`src/rtl/supervisor_pkg.sv`:
```
// supervisor_pkg: constants, enumerations and carriers for the cpu supervisor.
// assumes a single 50 MHz clock and a 1 ms internal timebase derived from it.
package supervisor_pkg;

    // ****************************************************************
    // clock and timebase
    // ****************************************************************
    localparam int unsigned CLOCK_PERIOD_NS = 20;
    localparam int unsigned TICK_PERIOD_NS  = 1_000_000;       // one millisecond
    // cycles per tick, rounded down; 50,000 at the documented clock
    localparam int unsigned TICK_CYCLES     = TICK_PERIOD_NS / CLOCK_PERIOD_NS;
    localparam int unsigned TICK_CNT_W      = 16;

    // ****************************************************************
    // millisecond durations, counted in timebase ticks
    // ****************************************************************
    localparam int unsigned MS_W = 11;
    localparam logic [MS_W-1:0] RESET_ACTIVE_MS     = 11'h262;   // 610 ms typical
    localparam logic [MS_W-1:0] PUSHBUTTON_DELAY_MS = 11'h004;   // 4 ms typical
    localparam logic [MS_W-1:0] WD_SHORT_MS         = 11'h096;   // 150 ms
    localparam logic [MS_W-1:0] WD_MID_MS           = 11'h258;   // 600 ms
    localparam logic [MS_W-1:0] WD_LONG_MS          = 11'h4b0;   // 1200 ms

    // ****************************************************************
    // select encodings
    // ****************************************************************
    typedef enum logic {
        TOL_5PCT  = 1'b0,
        TOL_10PCT = 1'b1
    } tolerance_t;

    // three-state period pin, resolved to two bits by the pad
    typedef enum logic [1:0] {
        PERIOD_LOW   = 2'b00,
        PERIOD_FLOAT = 2'b01,
        PERIOD_HIGH  = 2'b10,
        PERIOD_BAD   = 2'b11
    } period_select_t;

    // complementary reset pair; the active-low leg is open drain
    typedef struct packed {
        logic active_high;
        logic active_low_o;
        logic active_low_oe;
    } reset_pair_t;

endpackage : supervisor_pkg

```
`src/rtl/cpu_supervisor_watchdog.sv`:
```
// cpu_supervisor_watchdog: supply, pushbutton and watchdog reset supervisor.
// assumes all inputs synchronous to clock; supply comparators arrive as digital flags.
//
// Operation
// - hold reset until supply good 610ms continuously
// - tolerance select picks 5% or 10% threshold
// - power-up reset lasts 250 to 1000 ms
// - manual reset pulses under 1ms are ignored
// - manual reset low 20ms always resets
// - reset after manual low for pushbutton delay
// - reset held 610ms after manual release
// - only falling strobe edges service watchdog
// - missed strobe forces reset pulse
// - reset pulses repeat until strobe arrives
// - period select gives 150, 600, 1200 ms
// - complementary outputs, active-low leg open drain
`timescale 1ns/10ps
module cpu_supervisor_watchdog #(
    parameter int unsigned TICK_CYCLES = supervisor_pkg::TICK_CYCLES
) (
    input  wire logic                         clock,
    input  wire logic                         reset,
    input  wire logic                         supply_above_5pct,
    input  wire logic                         supply_above_10pct,
    input  wire logic                         supply_tolerance_select,
    input  wire logic                         manual_reset_n,
    input  wire logic                         watchdog_strobe,
    input  wire logic [1:0]                   watchdog_period_select,
    output supervisor_pkg::reset_pair_t       reset_out
);

    localparam logic [supervisor_pkg::TICK_CNT_W-1:0] TICK_LAST =
        supervisor_pkg::TICK_CNT_W'(TICK_CYCLES - 1);

    logic [supervisor_pkg::TICK_CNT_W-1:0] tick_cnt_q;
    logic                                  tick_q;
    logic                                  strobe_prev_q;
    logic                                  reset_q;
    logic                                  supply_ok;
    logic                                  strobe_fall;
    logic                                  pb_done;
    logic                                  pb_hit;
    logic                                  wd_done;
    logic                                  stretch_done;
    logic                                  cause;
    logic [supervisor_pkg::MS_W-1:0]       wd_limit;
    logic [supervisor_pkg::MS_W-1:0]       pb_elapsed;
    logic [supervisor_pkg::MS_W-1:0]       wd_elapsed;
    logic [supervisor_pkg::MS_W-1:0]       stretch_elapsed;

    // ****************************************************************
    // timebase
    // ****************************************************************
    // one shared millisecond tick; every duration below counts these
    always_ff @(posedge clock) begin
        if (reset || (tick_cnt_q == TICK_LAST)) begin
            tick_cnt_q <= '0;
        end else begin
            tick_cnt_q <= tick_cnt_q + 1'b1;
        end
    end

    always_ff @(posedge clock) begin
        if (reset) begin
            tick_q <= 1'b0;
        end else begin
            tick_q <= (tick_cnt_q == TICK_LAST);
        end
    end

    // ****************************************************************
    // supply qualification
    // ****************************************************************
    // comparator choice follows the strapped tolerance
    always_comb begin
        if (supervisor_pkg::tolerance_t'(supply_tolerance_select) ==
            supervisor_pkg::TOL_10PCT) begin
            supply_ok = supply_above_10pct;
        end else begin
            supply_ok = supply_above_5pct;
        end
    end

    // ****************************************************************
    // manual reset debounce
    // ****************************************************************
    // low must persist for the pushbutton delay; any high restarts it,
    // so bounces and sub-millisecond glitches never reach the reset
    ms_interval_timer #(
        .WIDTH (supervisor_pkg::MS_W)
    ) u_pushbutton_delay (
        .clock   (clock),
        .reset   (reset),
        .clear   (manual_reset_n),
        .tick    (tick_q),
        .limit   (supervisor_pkg::PUSHBUTTON_DELAY_MS),
        .elapsed (pb_elapsed),
        .done    (pb_done)
    );

    assign pb_hit = pb_done && !manual_reset_n;

    // ****************************************************************
    // watchdog
    // ****************************************************************
    always_ff @(posedge clock) begin
        if (reset) begin
            strobe_prev_q <= 1'b1;
        end else begin
            strobe_prev_q <= watchdog_strobe;
        end
    end

    // only high-to-low is service; rising edges and levels do nothing
    assign strobe_fall = strobe_prev_q && !watchdog_strobe;

    // an illegal pad code is treated as the floating setting
    always_comb begin
        unique case (supervisor_pkg::period_select_t'(watchdog_period_select))
            supervisor_pkg::PERIOD_LOW:   wd_limit = supervisor_pkg::WD_SHORT_MS;
            supervisor_pkg::PERIOD_FLOAT: wd_limit = supervisor_pkg::WD_MID_MS;
            supervisor_pkg::PERIOD_HIGH:  wd_limit = supervisor_pkg::WD_LONG_MS;
            default:                      wd_limit = supervisor_pkg::WD_MID_MS;
        endcase
    end

    // held clear for the whole reset, so it restarts from zero at release
    ms_interval_timer #(
        .WIDTH (supervisor_pkg::MS_W)
    ) u_watchdog_timeout (
        .clock   (clock),
        .reset   (reset),
        .clear   (reset_q || strobe_fall),
        .tick    (tick_q),
        .limit   (wd_limit),
        .elapsed (wd_elapsed),
        .done    (wd_done)
    );

    // ****************************************************************
    // reset stretcher
    // ****************************************************************
    assign cause = !supply_ok || pb_hit || wd_done;

    // counts only while no cause is present, so any dip restarts the wait
    ms_interval_timer #(
        .WIDTH (supervisor_pkg::MS_W)
    ) u_reset_stretch (
        .clock   (clock),
        .reset   (reset),
        .clear   (cause),
        .tick    (tick_q),
        .limit   (supervisor_pkg::RESET_ACTIVE_MS),
        .elapsed (stretch_elapsed),
        .done    (stretch_done)
    );

    // power-on starts asserted; cause wins over release in the same cycle
    always_ff @(posedge clock) begin
        if (reset || cause) begin
            reset_q <= 1'b1;
        end else if (stretch_done) begin
            reset_q <= 1'b0;
        end
    end

    // ****************************************************************
    // output pair
    // ****************************************************************
    // open-drain leg only ever pulls low; an outside pull-up gives high
    assign reset_out.active_high   = reset_q;
    assign reset_out.active_low_o  = 1'b0;
    assign reset_out.active_low_oe = reset_q;
endmodule : cpu_supervisor_watchdog

```
`src/rtl/ms_interval_timer.sv`:
```
// ms_interval_timer: saturating counter of timebase ticks with a terminal flag.
// assumes tick is a one-cycle pulse and clear may be held for many cycles.
`timescale 1ns/10ps
module ms_interval_timer #(
    parameter int unsigned WIDTH = supervisor_pkg::MS_W
) (
    input  wire logic             clock,
    input  wire logic             reset,
    input  wire logic             clear,
    input  wire logic             tick,
    input  wire logic [WIDTH-1:0] limit,
    output logic      [WIDTH-1:0] elapsed,
    output logic                  done
);

    logic [WIDTH-1:0] count_q;

    // ****************************************************************
    // counting
    // ****************************************************************
    // saturate at the limit so a held condition never wraps back to idle
    always_ff @(posedge clock) begin
        if (reset || clear) begin
            count_q <= '0;
        end else if (tick && (count_q < limit)) begin
            count_q <= count_q + 1'b1;
        end
    end

    assign elapsed = count_q;
    assign done    = (count_q >= limit);

endmodule : ms_interval_timer

```
`config.mk`:
```
export PLATFORM = sky130hd
export DESIGN_NAME = cpu_supervisor_watchdog
export DESIGN_NICKNAME = d
export VERILOG_FILES = /design/src/rtl/supervisor_pkg.sv /design/src/rtl/cpu_supervisor_watchdog.sv /design/src/rtl/ms_interval_timer.sv
export SDC_FILE = /design/constraint.sdc
export NUM_CORES = 1
export LEC_CHECK = 0
export ABC_AREA = 1
export BUFFER_PORTS_ARGS = -buffer_cell sky130_fd_sc_hd__buf_2
export CAP_MARGIN = 10
export CORE_AREA = 4 4 72 74
export CTS_CLUSTER_DIAMETER = 150
export CTS_CLUSTER_SIZE = 8
export DETAILED_ROUTE_END_ITERATION = 12
export DIE_AREA = 0 0 76 78
export PLACE_DENSITY = 0.82
export SYNTH_ARGS = -nofsm -noshare
export SYNTH_HDL_FRONTEND = slang
export SYNTH_SLANG_ARGS = --single-unit
```
`constraint.sdc`:
```
create_clock -name clock -period 4.7 [get_ports clock]
set_clock_uncertainty 0.05 [all_clocks]
set_input_delay 0.94 -clock clock [delete_from_list [all_inputs] [get_ports clock]]
set_output_delay 0.94 -clock clock [all_outputs]
set_load 0.03 [all_outputs]
```
==> flow_summary.toml <==
[worst_setup_path]
required_ns = 4.85
arrival_ns = 2.71
crit_path_end = "u_watchdog_timeout.elapsed[1]"
crit_path_start_kind = "input pin"
max_stage_delay_ns = 0.43
cp_slowest_cell = "nand4_1"
r2r_setup_slack_ns = 2.65
path_class = "in -> reg"
reg2reg_from = "tick_q"
reg2reg_to = "u_watchdog_timeout.elapsed[1]"
crit_path_end_kind = "flop"
worstRegToRegCells = 3
crit_chain = "buf_2 > inv_1 > nand2_1 > ha_1 > nand2_1 > nor2_1 > nor2_4 > nand4_1 > o21ai_0 > nor2_1"
worstPathMaxFanout = 12
startpoint = "watchdog_period_select[0]"

[logic_synthesis]
ys_top_cells_by_area = "dfxtp_1 (36%), nand2_1 (12%), nor2_1 (7.7%)"
syn_inst = 417
synthArstFlopShare_pct = 0
synth_top_flop_cell = "dfxtp_1"
yosysTopAreaCellShare_pct = 36.1
synth_common_cells = "nand2_1 (95), nor2_1 (59), inv_1 (54), dfxtp_1 (52), nand3_1 (36)"
yosysWarnings = 0
synth_area_sq_um = 2890
synth_nets = 440
synth_top_area_cell = "dfxtp_1"
synth.distinct_cells = 33
synth-seq-cells = 52
synth_most_common_cell = "nand2_1"
syn-mean-instance-area_sq_um = 6.92
yosysSeqAreaShare_pct = 36.1
synth-edff-count = 0

[global_routing]
grt_max_degree = 26
grt_first_pass_wirelength_um = 10300
grt_pass1_vias = 2466
grt_overflow = 0
track_usage_pct = 20.5
antenna_found_initial = 0

[timing]
worstMarginPinSlew_ns = 0.903
slew_viol_final = 0
setup-tns-final_ns = 0
setup-violations-final = 0
rsz0062_at_grt = "false"
final-hold-violation-count = 0
period_minus_slack_ns = 2.56
slew-limit-headroom_pct = 39.7
fmax_mhz = 391
timing.final.crit_share_pct = 54.5

[floorplan]
core_area_sq_um = 4600
die_h_um = 78
ios = 12
die_area_sq_um = 5930
initial_core_util_pct = 62.7
die_width_um = 76
row_count = 25

[pwr]
power.internal_mw = 0.718
clkPwrFrac_pct = 46.8
switching_share_pct = 19.0
p_seq_share_pct = 50.2
power_density_nw_per_um2 = 287
combPwrFrac_pct = 3.1
power.switching_mw = 0.168
leakage_nw = 1.17
ir_worst_vdd_uv = 238

[placement]
gp_congestion = 0.945
port_buffers = 10
hpwl_um = 4320

[clocking]
post-cts-setup-buffer-count = 0
clk_path_buf_depth = 2
cts_resized = 0
root_buffer = "clkbuf_8"
cts_inserted_buffers = 5
tritoncts = "built"
clk_pin_slew_ns = 0.10
cts.sinks = 52
clk_latency_ns = 0.30
cts_hold_buf = 0
h-tree-depth = 2

[drt]
wl_per_cell_um = 12.1
drt_iter0_markers = 210
drc = 0
ant_nets = 0
drt_wl_total_um = 5790
dr.pass1.iters = 4
drt-vias-per-instance = 5.42
vias = 2590

[layout]
fin_nets = 446
diodes = 0
area_growth_pct = 7.11
drive_gt1_share_pct = 9.20
utilization_pct = 67.2

[run_status]
status = "finished clean"

[hold_path]
hp-class = "reg -> reg"
worstHoldStart = "u_pushbutton_delay.elapsed[8]"

[run]
cap_violations = 0
==> layout by cell type (no fill, tap or decap) <==
cell	n
or2_2	1
dfxtp_1	52
nand2_2	3
nor2_1	59
nor4_1	2
and3_1	2
xor2_1	9
nor2_4	2
nor2_2	2
nand2_1	95
nand3b_1	2
nand3_1	36
clkbuf_8	5
nand4_1	13
inv_2	1
a21oi_2	9
inv_1	54
or2_0	3
xnor2_1	3
a211oi_1	1
o21ai_0	5
nor3_2	2
nand2b_1	1
ha_1	14
nand3b_4	1
a21oi_1	19
o21ai_1	1
bufinv_16	3
conb_1	1
nor3_1	12
a31oi_1	1
buf_2	10
==> flip-flops by register name, summed over array words and instances (netlist names) <==
| signal | count |
|---|---|
| u_reset_stretch.elapsed | 11 |
| tick_cnt_q | 16 |
| strobe_prev_q | 1 |
| tick_q | 1 |
| u_watchdog_timeout.elapsed | 11 |
| u_pushbutton_delay.elapsed | 11 |
| reset_q | 1 |
==> power by group through the flow <==
| stage | combinational, mW | sequential [mW] | clock, mW |
|---|---|---|---|
| 6_report | 0.0272 | 0.445 | 0.414 |
| 2_1_floorplan | 0.0211 | 0.455 | 0 |
| 3_5_place_dp | 0.0268 | 0.455 | 0 |
| 4_1_cts | 0.0273 | 0.445 | 0.419 |
| 5_1_grt | 0.0314 | 0.445 | 0.438 |
| 3_3_place_gp | 0.0259 | 0.455 | 0 |
==> worst min-delay path by stage <==
stage,to,depth (start not counted)
6_report,u_pushbutton_delay.elapsed[8],2
5_1_grt,u_pushbutton_delay.elapsed[8],2
4_1_cts,u_pushbutton_delay.elapsed[8],2
3_5_place_dp,u_pushbutton_delay.elapsed[8],2
3_3_place_gp,u_pushbutton_delay.elapsed[8],2
2_1_floorplan,u_pushbutton_delay.elapsed[10],2
==> layout make-up <==
cell class,count,area (sq um)
Timing Repair Buffer,10,50.0
Inverter,55,206
Clock inverter,3,90.1
Clock buffer,5,68.8
Fill cell,402,1510
Multi-Input combinational cell,299,1570
Sequential cell,52,1040
Tap cell,54,67.6
==> routing by layer <==
| metal | vias up | routed length [um] | global-route usage, % |
|---|---|---|---|
| met5 | - | 0 | 0 |
| met4 | 0 | 91 | 8.54 |
| met3 | 10 | 342 | 3.13 |
| met2 | 68 | 2770 | 34.5 |
| met1 | 1170 | 2590 | 26.1 |
| li1 | 1342 | - | - |
==> through the flow <==
stage	area (sq um)	hold slack (ns)	power (mW)	setup slack, ns	cells
finish	3090	0.381	0.886	2.14	478
global route	3090	0.392	0.915	1.94	478
CTS	3090	0.382	0.891	2.17	478
detailed placement	2930	0.367	0.482	1.85	470
global placement	2930	0.365	0.481	1.92	470
floorplan	2890	0.358	0.476	2.33	417
==> logic make-up after synthesis <==
kind of cell / after synthesis / share of synthesized area, %
AO/OA/AOI/OAI: 36 / 7.55
XOR/XNOR: 12 / 3.64
adder cells (fa/ha/maj): 14 / 6.07
buffers and inverters: 66 / 9.63
flip-flops: 52 / 36.1
other: 1 / 0.130
AND/OR/NAND/NOR: 236 / 36.9
==> critical path: cells and delay by family <==
family	cells	cell delay, ns
buffers and inverters	2	0.23
AO/OA/AOI/OAI	1	0.33
adder cells (fa/ha/maj)	1	0.30
AND/OR/NAND/NOR	6	0.92
(Power assumes the default switching activity.)
